## config.mk

```make
export PLATFORM = sky130hd
export DESIGN_NAME = prpm_top
export DESIGN_NICKNAME = d
export VERILOG_FILES = /design/src/inc/prpm_pkg.sv /design/src/design/prpm_top.sv /design/src/design/prpm_remap.sv /design/src/design/prpm_mirq.sv
export VERILOG_INCLUDE_DIRS = /design/src /design/src/inc
export SDC_FILE = /design/constraint.sdc
export NUM_CORES = 2
export LEC_CHECK = 0
export BUFFER_PORTS_ARGS = -buffer_cell sky130_fd_sc_hd__buf_4
export CAP_MARGIN = 0
export CORE_MARGIN = 2
export CORE_UTILIZATION = 60
export CTS_BUF_LIST = sky130_fd_sc_hd__clkbuf_8
export DETAILED_ROUTE_END_ITERATION = 8
export HOLD_SLACK_MARGIN = 0.08
export PLACE_DENSITY_LB_ADDON = 0.12
export SLEW_MARGIN = 20
export SYNTH_ARGS = -nofsm -noshare
export SYNTH_HDL_FRONTEND = slang
export SYNTH_SLANG_ARGS = --single-unit
```

## constraint.sdc

```tcl
create_clock -name clk_i -period 8.5 [get_ports clk_i]
set_input_delay 0.85 -clock clk_i [delete_from_list [all_inputs] [get_ports clk_i]]
set_output_delay 0.85 -clock clk_i [all_outputs]
set_load 0.05 [all_outputs]
```

## src/inc/prpm_cfg.svh

```systemverilog
// Constants for the priority remap and port mirror block
`ifndef PRPM_CFG_SVH
`define PRPM_CFG_SVH

`define PRPM_NPORT 26
`define PRPM_NVLAN 4
`define PRPM_NAME_LEN 32
`define PRPM_MIRQ_DEPTH 4

`define PRPM_OFS_CTRL 8'h00
`define PRPM_OFS_REMAP 8'h04
`define PRPM_OFS_MIR_TGT 8'h08
`define PRPM_OFS_MIR_LO 8'h0c
`define PRPM_OFS_MIR_HI 8'h10
`define PRPM_OFS_MIR_DROP 8'h14
`define PRPM_OFS_VSEL 8'h18
`define PRPM_OFS_VCMD 8'h1c
`define PRPM_OFS_VADD 8'h20
`define PRPM_OFS_VREM 8'h24
`define PRPM_OFS_VMEMB 8'h28
`define PRPM_OFS_VNAME 8'h2c
`define PRPM_OFS_VNIDX 8'h30
`define PRPM_OFS_VIP 8'h34

`define PRPM_CTRL_REGEN 0
`define PRPM_CTRL_GVRP 1
`define PRPM_VCMD_CREATE 0
`define PRPM_VCMD_DELETE 1
`define PRPM_VCMD_IPCLR 2
`define PRPM_VCMD_REFUSED 2
`define PRPM_VCMD_IPV 1

`define PRPM_REMAP_RST 24'hfac688
`define PRPM_MIR_TGT_RST 5'h01
`define PRPM_DEF_VLAN 2'h0

`endif

```

## src/inc/prpm_pkg.sv

```systemverilog
// Types shared by the priority remap and port mirror block
package prpm_pkg;
    typedef enum logic [1:0] {
        PRPM_MIR_NONE,
        PRPM_MIR_RX,
        PRPM_MIR_TX,
        PRPM_MIR_BOTH
    } prpm_mir_t;
    typedef logic [2:0] prpm_pri_t;
endpackage

```

## src/design/prpm_top.sv

```systemverilog
// Priority remap, port mirroring and port VLAN membership
//
// Added by the designer: the Wishbone register port and the address map.
`timescale 1ns/100ps
`include "prpm_cfg.svh"

// Summary of operation
// RQ1: With regeneration on, egress priority comes from an 8-entry table.
// RQ2: Level 7 is highest, 0 lowest; queue class is level over two.
// RQ3: Frames without priority use level 0 for lookup and queueing.
// RQ4: Mirror copies go to one programmable target port.
// RQ5: Each source port mirrors none, receive, transmit or both directions.
// RQ6: Mirroring never stalls or alters normal forwarding; only copies made.
// RQ7: Copies the slower target cannot take are discarded.
// RQ8: Software mirrors three ports at most, target at least as fast.
// RQ9: Default VLAN holds all ports after reset and cannot be deleted.
// RQ10: Sharing flag resets off; when off, no VLAN learning or advertising.
// RQ11: Adding a port already in another VLAN is refused.
// RQ12: Each VLAN keeps a port bitmap; forwarding limited to members.
// RQ13: VLAN name holds 32 characters, read-only once VLAN created.
// RQ14: IP interface accepted only on existing VLAN, one per VLAN.
// RQ15: Per-port settings kept for ports 1 to 26.
// RQ16: Copies queue in arrival order; new copies dropped when queue full.
module prpm_top
    import prpm_pkg::*;
#(
    parameter int NP = `PRPM_NPORT,
    parameter int NV = `PRPM_NVLAN,
    parameter int QD = `PRPM_MIRQ_DEPTH
) (
    // Clock and reset
    input wire logic clk_i,
    input wire logic rst_i,
    // Wishbone slave
    input wire logic wb_cyc_i,
    input wire logic wb_stb_i,
    input wire logic wb_we_i,
    input wire logic [7:0] wb_adr_i,
    input wire logic [3:0] wb_sel_i,
    input wire logic [31:0] wb_dat_i,
    output logic [31:0] wb_dat_o,
    output logic wb_ack_o,
    // Egress priority
    input wire logic eg_valid_i,
    input wire logic eg_tagged_i,
    input wire logic [2:0] eg_pri_i,
    output logic eg_valid_o,
    output logic [2:0] eg_pri_o,
    output logic [1:0] eg_queue_o,
    // Forwarding filter
    input wire logic fwd_valid_i,
    input wire logic [4:0] fwd_src_i,
    input wire logic [NP-1:0] fwd_mask_i,
    output logic fwd_valid_o,
    output logic [NP-1:0] fwd_mask_o,
    // Packet events, bit 0 is port 1
    input wire logic [NP-1:0] rx_pkt_i,
    input wire logic [NP-1:0] tx_pkt_i,
    // Mirror copy stream
    output logic mir_valid_o,
    input wire logic mir_ready_i,
    output logic [4:0] mir_src_o,
    output logic mir_dir_tx_o,
    output logic [4:0] mir_port_o,
    // VLAN sharing enable
    output logic gvrp_en_o
);
    logic ack_q;
    logic acc;
    logic wr;
    logic regen_q;
    logic gvrp_q;
    logic [23:0] remap_q;
    logic [4:0] tgt_q;
    logic [2*NP-1:0] mode_q;
    logic [15:0] drop_q;
    logic [1:0] vsel_q;
    logic [4:0] nidx_q;
    logic refused_q;
    logic [NV-1:0] exist_q;
    logic [NP-1:0] memb_q [NV];
    logic [7:0] name_q [NV][`PRPM_NAME_LEN];
    logic [31:0] ip_q [NV];
    logic [NV-1:0] ipv_q;
    logic [31:0] rd_d;
    logic [NP-1:0] want;
    logic [NP-1:0] in_fwd;
    logic [NP-1:0] fwd_d;
    logic [4:0] port_idx;
    logic conflict;
    logic pick;
    logic [5:0] pick_d;
    logic q_ready;
    logic [5:0] q_data;
    prpm_pri_t rm_pri;
    logic [1:0] rm_queue;

    // Full-word bus write (all four byte selects) commits once, on the edge that raises ack
    assign acc = wb_cyc_i && wb_stb_i && !ack_q;
    assign wr = acc && wb_we_i && (wb_sel_i == 4'hf);
    assign wb_ack_o = ack_q;
    assign port_idx = wb_dat_i[4:0] - 5'h01;

    always_ff @(posedge clk_i) begin
        if (rst_i) begin
            ack_q <= 1'b0;
            wb_dat_o <= 32'h0;
        end else begin
            ack_q <= acc;
            wb_dat_o <= acc ? rd_d : 32'h0;
        end
    end

    always_ff @(posedge clk_i) begin
        if (rst_i) begin
            regen_q <= 1'b0;
            gvrp_q <= 1'b0; // [RQ10]
            remap_q <= `PRPM_REMAP_RST;
            tgt_q <= `PRPM_MIR_TGT_RST;
            mode_q <= '0;
            vsel_q <= `PRPM_DEF_VLAN;
            nidx_q <= 5'h00;
        end else if (wr) begin
            unique case (wb_adr_i)
                `PRPM_OFS_CTRL: begin
                    regen_q <= wb_dat_i[`PRPM_CTRL_REGEN];
                    gvrp_q <= wb_dat_i[`PRPM_CTRL_GVRP];
                end
                `PRPM_OFS_REMAP: remap_q <= wb_dat_i[23:0]; // [RQ1]
                `PRPM_OFS_MIR_TGT: begin
                    // Only ports 1..26 may be a target [RQ15]
                    if (wb_dat_i[4:0] != 5'h00 && port_idx < 5'(NP)) begin
                        tgt_q <= wb_dat_i[4:0]; // [RQ4]
                    end
                end
                `PRPM_OFS_MIR_LO: mode_q[31:0] <= wb_dat_i; // [RQ5]
                `PRPM_OFS_MIR_HI: begin
                    mode_q[2*NP-1:32] <= wb_dat_i[2*NP-33:0];
                end
                `PRPM_OFS_VSEL: vsel_q <= wb_dat_i[1:0];
                `PRPM_OFS_VNIDX: nidx_q <= wb_dat_i[4:0];
                default: begin
                end
            endcase
        end
    end

    // Port held by any VLAN other than the selected one
    always_comb begin
        conflict = 1'b0;
        for (int v = 0; v < NV; v++) begin
            if (v != int'(vsel_q) && exist_q[v] && memb_q[v][port_idx]) begin
                conflict = 1'b1;
            end
        end
    end

    always_ff @(posedge clk_i) begin
        if (rst_i) begin
            exist_q <= NV'(1); // [RQ9]
            ipv_q <= '0;
            refused_q <= 1'b0;
            for (int v = 0; v < NV; v++) begin
                memb_q[v] <= (v == 0) ? '1 : '0; // [RQ9]
                ip_q[v] <= 32'h0;
            end
        end else if (wr) begin
            unique case (wb_adr_i)
                `PRPM_OFS_VCMD: begin
                    refused_q <= 1'b0;
                    if (wb_dat_i[`PRPM_VCMD_CREATE]) begin
                        refused_q <= exist_q[vsel_q];
                        exist_q[vsel_q] <= 1'b1;
                    end else if (wb_dat_i[`PRPM_VCMD_DELETE]) begin
                        // Default VLAN stays [RQ9]
                        if (vsel_q == `PRPM_DEF_VLAN) begin
                            refused_q <= 1'b1;
                        end else begin
                            exist_q[vsel_q] <= 1'b0;
                            memb_q[vsel_q] <= '0;
                            ipv_q[vsel_q] <= 1'b0;
                        end
                    end else if (wb_dat_i[`PRPM_VCMD_IPCLR]) begin
                        ipv_q[vsel_q] <= 1'b0;
                    end
                end
                `PRPM_OFS_VADD: begin
                    if (!exist_q[vsel_q] || conflict ||
                        port_idx >= 5'(NP)) begin
                        refused_q <= 1'b1; // [RQ11] [RQ15]
                    end else begin
                        refused_q <= 1'b0;
                        memb_q[vsel_q][port_idx] <= 1'b1; // [RQ12]
                    end
                end
                `PRPM_OFS_VREM: begin
                    refused_q <= port_idx >= 5'(NP);
                    if (port_idx < 5'(NP)) begin
                        memb_q[vsel_q][port_idx] <= 1'b0;
                    end
                end
                `PRPM_OFS_VIP: begin
                    // One interface per existing VLAN [RQ14]
                    if (!exist_q[vsel_q] || ipv_q[vsel_q]) begin
                        refused_q <= 1'b1;
                    end else begin
                        refused_q <= 1'b0;
                        ip_q[vsel_q] <= wb_dat_i;
                        ipv_q[vsel_q] <= 1'b1;
                    end
                end
                default: begin
                end
            endcase
        end
    end

    // Name is writable only before creation [RQ13]
    always_ff @(posedge clk_i) begin
        if (rst_i) begin
            for (int v = 0; v < NV; v++) begin
                for (int c = 0; c < `PRPM_NAME_LEN; c++) begin
                    name_q[v][c] <= 8'h00;
                end
            end
        end else if (wr && wb_adr_i == `PRPM_OFS_VNAME &&
                     !exist_q[vsel_q]) begin
            name_q[vsel_q][nidx_q] <= wb_dat_i[7:0]; // [RQ13]
        end
    end

    always_comb begin
        rd_d = 32'h0;
        unique case (wb_adr_i)
            `PRPM_OFS_CTRL: begin
                rd_d[`PRPM_CTRL_REGEN] = regen_q;
                rd_d[`PRPM_CTRL_GVRP] = gvrp_q;
            end
            `PRPM_OFS_REMAP: rd_d[23:0] = remap_q;
            `PRPM_OFS_MIR_TGT: rd_d[4:0] = tgt_q;
            `PRPM_OFS_MIR_LO: rd_d = mode_q[31:0];
            `PRPM_OFS_MIR_HI: rd_d[2*NP-33:0] = mode_q[2*NP-1:32];
            `PRPM_OFS_MIR_DROP: rd_d[15:0] = drop_q;
            `PRPM_OFS_VSEL: rd_d[1:0] = vsel_q;
            `PRPM_OFS_VCMD: begin
                rd_d[0] = exist_q[vsel_q];
                rd_d[`PRPM_VCMD_IPV] = ipv_q[vsel_q];
                rd_d[`PRPM_VCMD_REFUSED] = refused_q;
            end
            `PRPM_OFS_VMEMB: rd_d[NP-1:0] = memb_q[vsel_q];
            `PRPM_OFS_VNAME: rd_d[7:0] = name_q[vsel_q][nidx_q];
            `PRPM_OFS_VNIDX: rd_d[4:0] = nidx_q;
            `PRPM_OFS_VIP: rd_d = ip_q[vsel_q];
            default: rd_d = 32'h0;
        endcase
    end

    // Flag gates all learning and advertising outside [RQ10]
    assign gvrp_en_o = gvrp_q;

    prpm_remap u_remap (
        .table_i(remap_q),
        .regen_i(regen_q),
        .tagged_i(eg_tagged_i),
        .pri_i(eg_pri_i),
        .pri_o(rm_pri),
        .queue_o(rm_queue)
    );

    always_ff @(posedge clk_i) begin
        if (rst_i) begin
            eg_valid_o <= 1'b0;
            eg_pri_o <= 3'h0;
            eg_queue_o <= 2'h0;
        end else begin
            eg_valid_o <= eg_valid_i;
            eg_pri_o <= rm_pri; // [RQ1] [RQ3]
            eg_queue_o <= rm_queue; // [RQ2]
        end
    end

    // Forwarding sees members of every VLAN that holds the source
    always_comb begin
        in_fwd = '0;
        for (int v = 0; v < NV; v++) begin
            if (exist_q[v] && memb_q[v][fwd_src_i - 5'h01]) begin
                in_fwd = in_fwd | memb_q[v];
            end
        end
        fwd_d = fwd_mask_i & in_fwd; // [RQ12]
    end

    always_ff @(posedge clk_i) begin
        if (rst_i) begin
            fwd_valid_o <= 1'b0;
            fwd_mask_o <= '0;
        end else begin
            // Never waits on the mirror path [RQ6]
            fwd_valid_o <= fwd_valid_i;
            fwd_mask_o <= fwd_d;
        end
    end

    // Per-port mirror wish, the target never mirrors itself
    for (genvar p = 0; p < NP; p++) begin : g_mir
        assign want[p] = (tgt_q != 5'(p + 1)) &&
            ((rx_pkt_i[p] && mode_q[2*p]) ||
             (tx_pkt_i[p] && mode_q[2*p+1])); // [RQ5]
    end

    // Lowest port wins a shared cycle; receive before transmit
    always_comb begin
        pick = 1'b0;
        pick_d = 6'h00;
        for (int p = NP - 1; p >= 0; p--) begin
            if (want[p]) begin
                pick = 1'b1;
                pick_d = {5'(p + 1), !(rx_pkt_i[p] && mode_q[2*p])};
            end
        end
    end

    // Other copies in the same cycle are lost; counted once per cycle when two or more ports want one or the queue is full
    always_ff @(posedge clk_i) begin
        if (rst_i) begin
            drop_q <= 16'h0000;
        end else if (wr && wb_adr_i == `PRPM_OFS_MIR_DROP) begin
            drop_q <= 16'h0000;
        end else if (pick && (!q_ready || $countones(want) > 1)) begin
            drop_q <= drop_q + 16'h0001; // [RQ7] [RQ16]
        end
    end

    prpm_mirq #(
        .W(6),
        .D(QD)
    ) u_mirq (
        .clk_i(clk_i),
        .rst_i(rst_i),
        .in_valid_i(pick),
        .in_ready_o(q_ready),
        .in_data_i(pick_d),
        .out_valid_o(mir_valid_o),
        .out_ready_i(mir_ready_i),
        .out_data_o(q_data)
    );

    assign mir_src_o = q_data[5:1];
    assign mir_dir_tx_o = q_data[0];
    assign mir_port_o = tgt_q; // [RQ4]

    a_ack_single: assert property (@(posedge clk_i) disable iff (rst_i)
        wb_ack_o |=> !wb_ack_o) else $error("ack longer than one cycle");
    a_ack_timing: assert property (@(posedge clk_i) disable iff (rst_i)
        wb_cyc_i && wb_stb_i && !wb_ack_o |=> wb_ack_o)
        else $error("ack not one cycle after request");
    a_regen_lookup: assert property (@(posedge clk_i) // [RQ1]
        disable iff (rst_i) eg_valid_i && regen_q && !eg_tagged_i |=>
        eg_pri_o == $past(remap_q[2:0])) else $error("bad regenerated level");
    a_regen_bypass: assert property (@(posedge clk_i) // [RQ3]
        disable iff (rst_i) eg_valid_i && !regen_q && !eg_tagged_i |=>
        eg_pri_o == 3'h0) else $error("untagged frame not level 0");
    a_queue_class: assert property (@(posedge clk_i) // [RQ2]
        disable iff (rst_i) eg_valid_i && eg_tagged_i && !regen_q |=>
        eg_queue_o == $past(eg_pri_i[2:1])) else $error("bad queue class");
    a_default_kept: assert property (@(posedge clk_i) // [RQ9]
        disable iff (rst_i) exist_q[0]) else $error("default VLAN vanished");
    a_gvrp_reset: assert property (@(posedge clk_i) // [RQ10]
        rst_i |=> !gvrp_en_o) else $error("sharing flag not off after reset");
    a_add_refused: assert property (@(posedge clk_i) // [RQ11]
        disable iff (rst_i) wr && wb_adr_i == `PRPM_OFS_VADD && conflict |=>
        refused_q && $stable(memb_q[vsel_q]))
        else $error("conflicting add taken");
    a_fwd_members: assert property (@(posedge clk_i) // [RQ12]
        disable iff (rst_i) fwd_valid_i ##1 fwd_valid_o |->
        (fwd_mask_o & ~$past(in_fwd)) == '0)
        else $error("forward outside VLAN");
    a_mir_drop: assert property (@(posedge clk_i) disable iff (rst_i) // [RQ16]
        pick && !q_ready && !wr |=> drop_q == $past(drop_q) + 16'h0001)
        else $error("full-queue copy not counted");
    a_fwd_free: assert property (@(posedge clk_i) disable iff (rst_i) // [RQ6]
        fwd_valid_i |=> fwd_valid_o) else $error("forwarding delayed");
endmodule

```

## src/design/prpm_remap.sv

```systemverilog
// Egress user priority lookup through the eight-entry table
`timescale 1ns/100ps
module prpm_remap
    import prpm_pkg::*;
(
    // Table and mode
    input wire logic [23:0] table_i,
    input wire logic regen_i,
    // Frame priority
    input wire logic tagged_i,
    input wire prpm_pri_t pri_i,
    output prpm_pri_t pri_o,
    output logic [1:0] queue_o
);
    prpm_pri_t level;

    always_comb begin
        // Untagged frames count as level 0 [RQ3]
        level = tagged_i ? pri_i : 3'h0;
        pri_o = regen_i ? table_i[level*3 +: 3] : level; // [RQ1]
        // Pairs of levels share one queue, 7 highest [RQ2]
        queue_o = pri_o[2:1];
    end
endmodule

```

## src/design/prpm_mirq.sv

```systemverilog
// Mirror copy queue toward the analyser port
`timescale 1ns/100ps
module prpm_mirq #(
    parameter int W = 6,
    parameter int D = 4
) (
    // Clock and reset
    input wire logic clk_i,
    input wire logic rst_i,
    // Fill side
    input wire logic in_valid_i,
    output logic in_ready_o,
    input wire logic [W-1:0] in_data_i,
    // Drain side
    output logic out_valid_o,
    input wire logic out_ready_i,
    output logic [W-1:0] out_data_o
);
    localparam int AW = (D > 1) ? $clog2(D) : 1;

    logic [W-1:0] mem_q [D];
    logic [AW-1:0] wr_q;
    logic [AW-1:0] rd_q;
    logic [AW:0] cnt_q;
    logic push;
    logic pop;

    assign in_ready_o = (cnt_q != (AW+1)'(D));
    assign out_valid_o = (cnt_q != '0);
    assign out_data_o = mem_q[rd_q];
    assign push = in_valid_i && in_ready_o;
    assign pop = out_valid_o && out_ready_i;

    always_ff @(posedge clk_i) begin
        if (push) begin
            mem_q[wr_q] <= in_data_i;
        end
    end

    // Pointers wrap at D, which need not be a power of two
    always_ff @(posedge clk_i) begin
        if (rst_i) begin
            wr_q <= '0;
            rd_q <= '0;
            cnt_q <= '0;
        end else begin
            if (push) begin
                wr_q <= (wr_q == AW'(D-1)) ? '0 : wr_q + 1'b1;
            end
            if (pop) begin
                rd_q <= (rd_q == AW'(D-1)) ? '0 : rd_q + 1'b1;
            end
            cnt_q <= cnt_q + (AW+1)'(push) - (AW+1)'(pop);
        end
    end
endmodule

```

==> flow_summary.yaml <==
sta:
  rsz0062_at_grt: "no"
  fmax_ghz: 0.141
  setup_viol: 0
  tightest_slew_ps: 1180
  slew_headroom_pct: 21.5
  slew_violations: 0
  setup_ws_ps: 1400
  tns_ps: 0
  skew_ps: 37.0
  period_minus_slack_ps: 7100
  post-route-period-util_pct: 83.5
  hold_ws_ps: 140
  hold_viol_final: 0
yosys:
  synth-edff-count: 1280
  synthAdderAreaFrac_pct: 0.933
  synthFlopType: "edfxtp_1"
  synthSimpleGateAreaFrac_pct: 15.3
  postSynthCellCount: 5544
  synthArstFlopShare_pct: 0
  syn_area_per_cell_sq_um: 12.9
  synth_top_area_share_pct: 53.7
  synth_compound_area_share_pct: 6.32
  ys_seq_elements: 1470
  synthesis.nets: 5725
  synthDistinctLibCells: 91
  yosysSeqAreaShare_pct: 59.0
  synth_top_family_by_area: "simple AND/OR/NAND/NOR gates"
  synth_xor_area_share_pct: 0.316
  synth_warnings: 0
  yosys-top-cells-area: "edfxtp_1 (54%), mux4_2 (14%), dfxtp_1 (5.3%)"
  synth_mux_area_share_pct: 14.5
  synth.largest_area_cell: "edfxtp_1"
  netlist_area_sq_um: 71600
final_layout:
  drive_above_1_share_pct: 20.8
  final_cell_mix: "edfxtp_1 (1280), nor3_1 (544), and2_1 (537), mux4_2 (440), buf_4 (416)"
  final_area_sq_um: 79100
  syn_to_final_growth_pct: 10.5
  nNetsFinal: 5824
  layout_commonest_cell: "edfxtp_1"
drt:
  drc: 0
  wirelength_mm: 207
  vias: 49454
  wl_per_cell_um: 28.1
  drtPass1Iterations: 9
  viasPerCell: 6.70
  route.antenna.remaining_nets: 0
  first_iter_violations: 6925
placed_design:
  place_area_sq_um: 74600
  port_buffers: 217
  dp_hpwl_mm: 134
  gp_congestion: 0.984
  dp_slack_ps: 1490
clock_tree:
  cts_tree: "done"
  clock_path_buffers: 3
  cts_hold_buf: 9
  h-tree-depth: 4
  clkLatencyLatePin_ps: 960
  cts_root_buffer: "clkbuf_8"
  numCtsBuffers: 228
  clock_sinks: 1470
  path_clk_slew_ps: 60
  cts_resized: 0
  postCtsSetupRepairBufs: 0
global_routing:
  grt_max_degree: 193
  grt_pass1_wl_mm: 310
  antenna_found_initial: 11
  grt-ovfl-total: 0
  grt_pass1_vias: 48055
  grtUsageTotal_pct: 34.2
setup_path:
  reg2reg_depth: 23
  r2r-end: "drop_q[3]$_SDFFE_PP0P_"
  endpoint: "drop_q[3]$_SDFFE_PP0P_"
  arrival_ps: 7920
  critPathKind: "reg -> reg"
  setup.worst_path.start_class: "register"
  endpoint_kind: "register"
  critPathLaunch: "mir_port_o[2]$_SDFFE_PP0P_"
  cp_max_fo: 16
  cp.required_ps: 9320
  worstReg2RegStart: "mir_port_o[2]$_SDFFE_PP0P_"
  reg2reg_slack_ps: 1400
power_and_ir_drop:
  combPwrFrac_pct: 6.3
  p_leak_uw: 0.0263
  p_int_uw: 11200
  clkPwrFrac_pct: 38.4
  seq_power_share_pct: 55.3
  pwr_density_cell_nw_per_um2: 187
  switchingPower_uw: 3570
  peakVddDrop_mv: 0.180
  switching_share_pct: 24.1
die:
  dieArea_sq_um: 122000
  ios: 218
  die_h_um: 349
  start_util_pct: 60.5
  die_w_um: 349
  rows: 126
  core_sq_um: 118000
job:
  max_cap_viol_count: 0
hold_path:
  min_path_type: "in -> reg"
run_status:
  outcome: "finished clean"
[Yosys cell counts, drive strengths merged (10+ instances only)]
master	count
o22ai	14
nand2b	15
nand2	419
nand4	19
or3	10
a22oi	106
or4	14
inv	83
xnor2	22
a221oi	13
nor3	550
and3	39
fa	19
ha	23
mux2i	39
nor2	361
nand3	59
edfxtp	1280
mux4	440
dfxtp	190
a21oi	177
nor3b	16
a22o	11
and2	537
clkbuf	450
a222oi	30
o31ai	19
nor4	66
buf	113
nor2b	13
o21ai	250
a31oi	32
[cell families after synthesis]
logic type | after synthesis
xor gates and xnor gates | 25
muxes | 484
AOI/OAI and AO/OA | 722
buffers and inverters | 646
adders and majority gates | 42
and+or+nand+nor | 2155
DFF | 1470
[stage by stage]
step	utilization, %	power (uW)	std cells
finish	66.9	14800	7376
global route	66.9	15200	7370
CTS	66.8	14800	7366
detailed placement	63.1	9250	6940
floorplan	-	8850	5544
global placement	63.1	9230	6940
[power by group through the flow]
stage | clock network [uW] | logic [uW] | registers, uW
2_1_floorplan | 0 | 523 | 8330
3_3_place_gp | 0 | 901 | 8330
3_5_place_dp | 0 | 912 | 8340
4_1_cts | 5740 | 919 | 8190
5_1_grt | 6030 | 978 | 8210
6_report | 5690 | 929 | 8190
[critical path: stages, from the launching register on]
cell,delay (ps)
dfxtp_1,690
nor3b_1,750
nand2_1,160
nor2_1,160
nor2_1,110
fa_1,560
inv_1,70
fa_1,560
fa_1,450
fa_1,500
fa_1,530
fa_1,490
inv_1,70
ha_1,160
inv_1,60
fa_1,430
a211o_1,270
nand2_1,60
o2111ai_1,130
a21oi_1,160
buf_4,240
nor4bb_1,90
xnor2_1,200
nor2_1,70
[per-layer routing]
| layer | GRT usage (%) | wire length, um |
|---|---|---|
| met5 | 0 | 49 |
| met4 | 16.7 | 11100 |
| met3 | 6.43 | 20800 |
| met2 | 53.9 | 97800 |
| met1 | 46.2 | 77300 |
[worst min-delay path by stage]
| stage | from | to | depth (start not counted) |
|---|---|---|---|
| after floorplan | mode_q[20]$_SDFFE_PP0P_ | mode_q[20]$_SDFFE_PP0P_ | 2 |
| after global placement | mode_q[50]$_SDFFE_PP0P_ | mode_q[50]$_SDFFE_PP0P_ | 2 |
| after detailed placement | remap_q[8]$_SDFFE_PP0P_ | remap_q[8]$_SDFFE_PP0P_ | 2 |
| after CTS | fwd_mask_i[0] | fwd_mask_o[0]$_SDFF_PP0_ | 3 |
| after global routing | fwd_mask_i[15] | fwd_mask_o[15]$_SDFF_PP0_ | 3 |
| final | fwd_mask_i[16] | fwd_mask_o[16]$_SDFF_PP0_ | 3 |
[sequential cells by signal, summed over array words and instances (netlist names), 24 cells and up, named ones only]
register      count
wb_dat_o         32
fwd_mask_o       26
mode_q           52
u_mirq.mem_q     24
ip_q            128
name_q         1024
remap_q          24
memb_q          104
[layout make-up]
type,instances,area [sq um]
clock buffers,247,3400
diodes,10,25.0
clock inverters,170,925
fillers,8649,39200
multi-input cells,3428,26900
flip-flops and latches,1470,42300
well taps,1536,1920
inverters,83,327
repair buffers,432,3350
(Power assumes the default switching activity.)
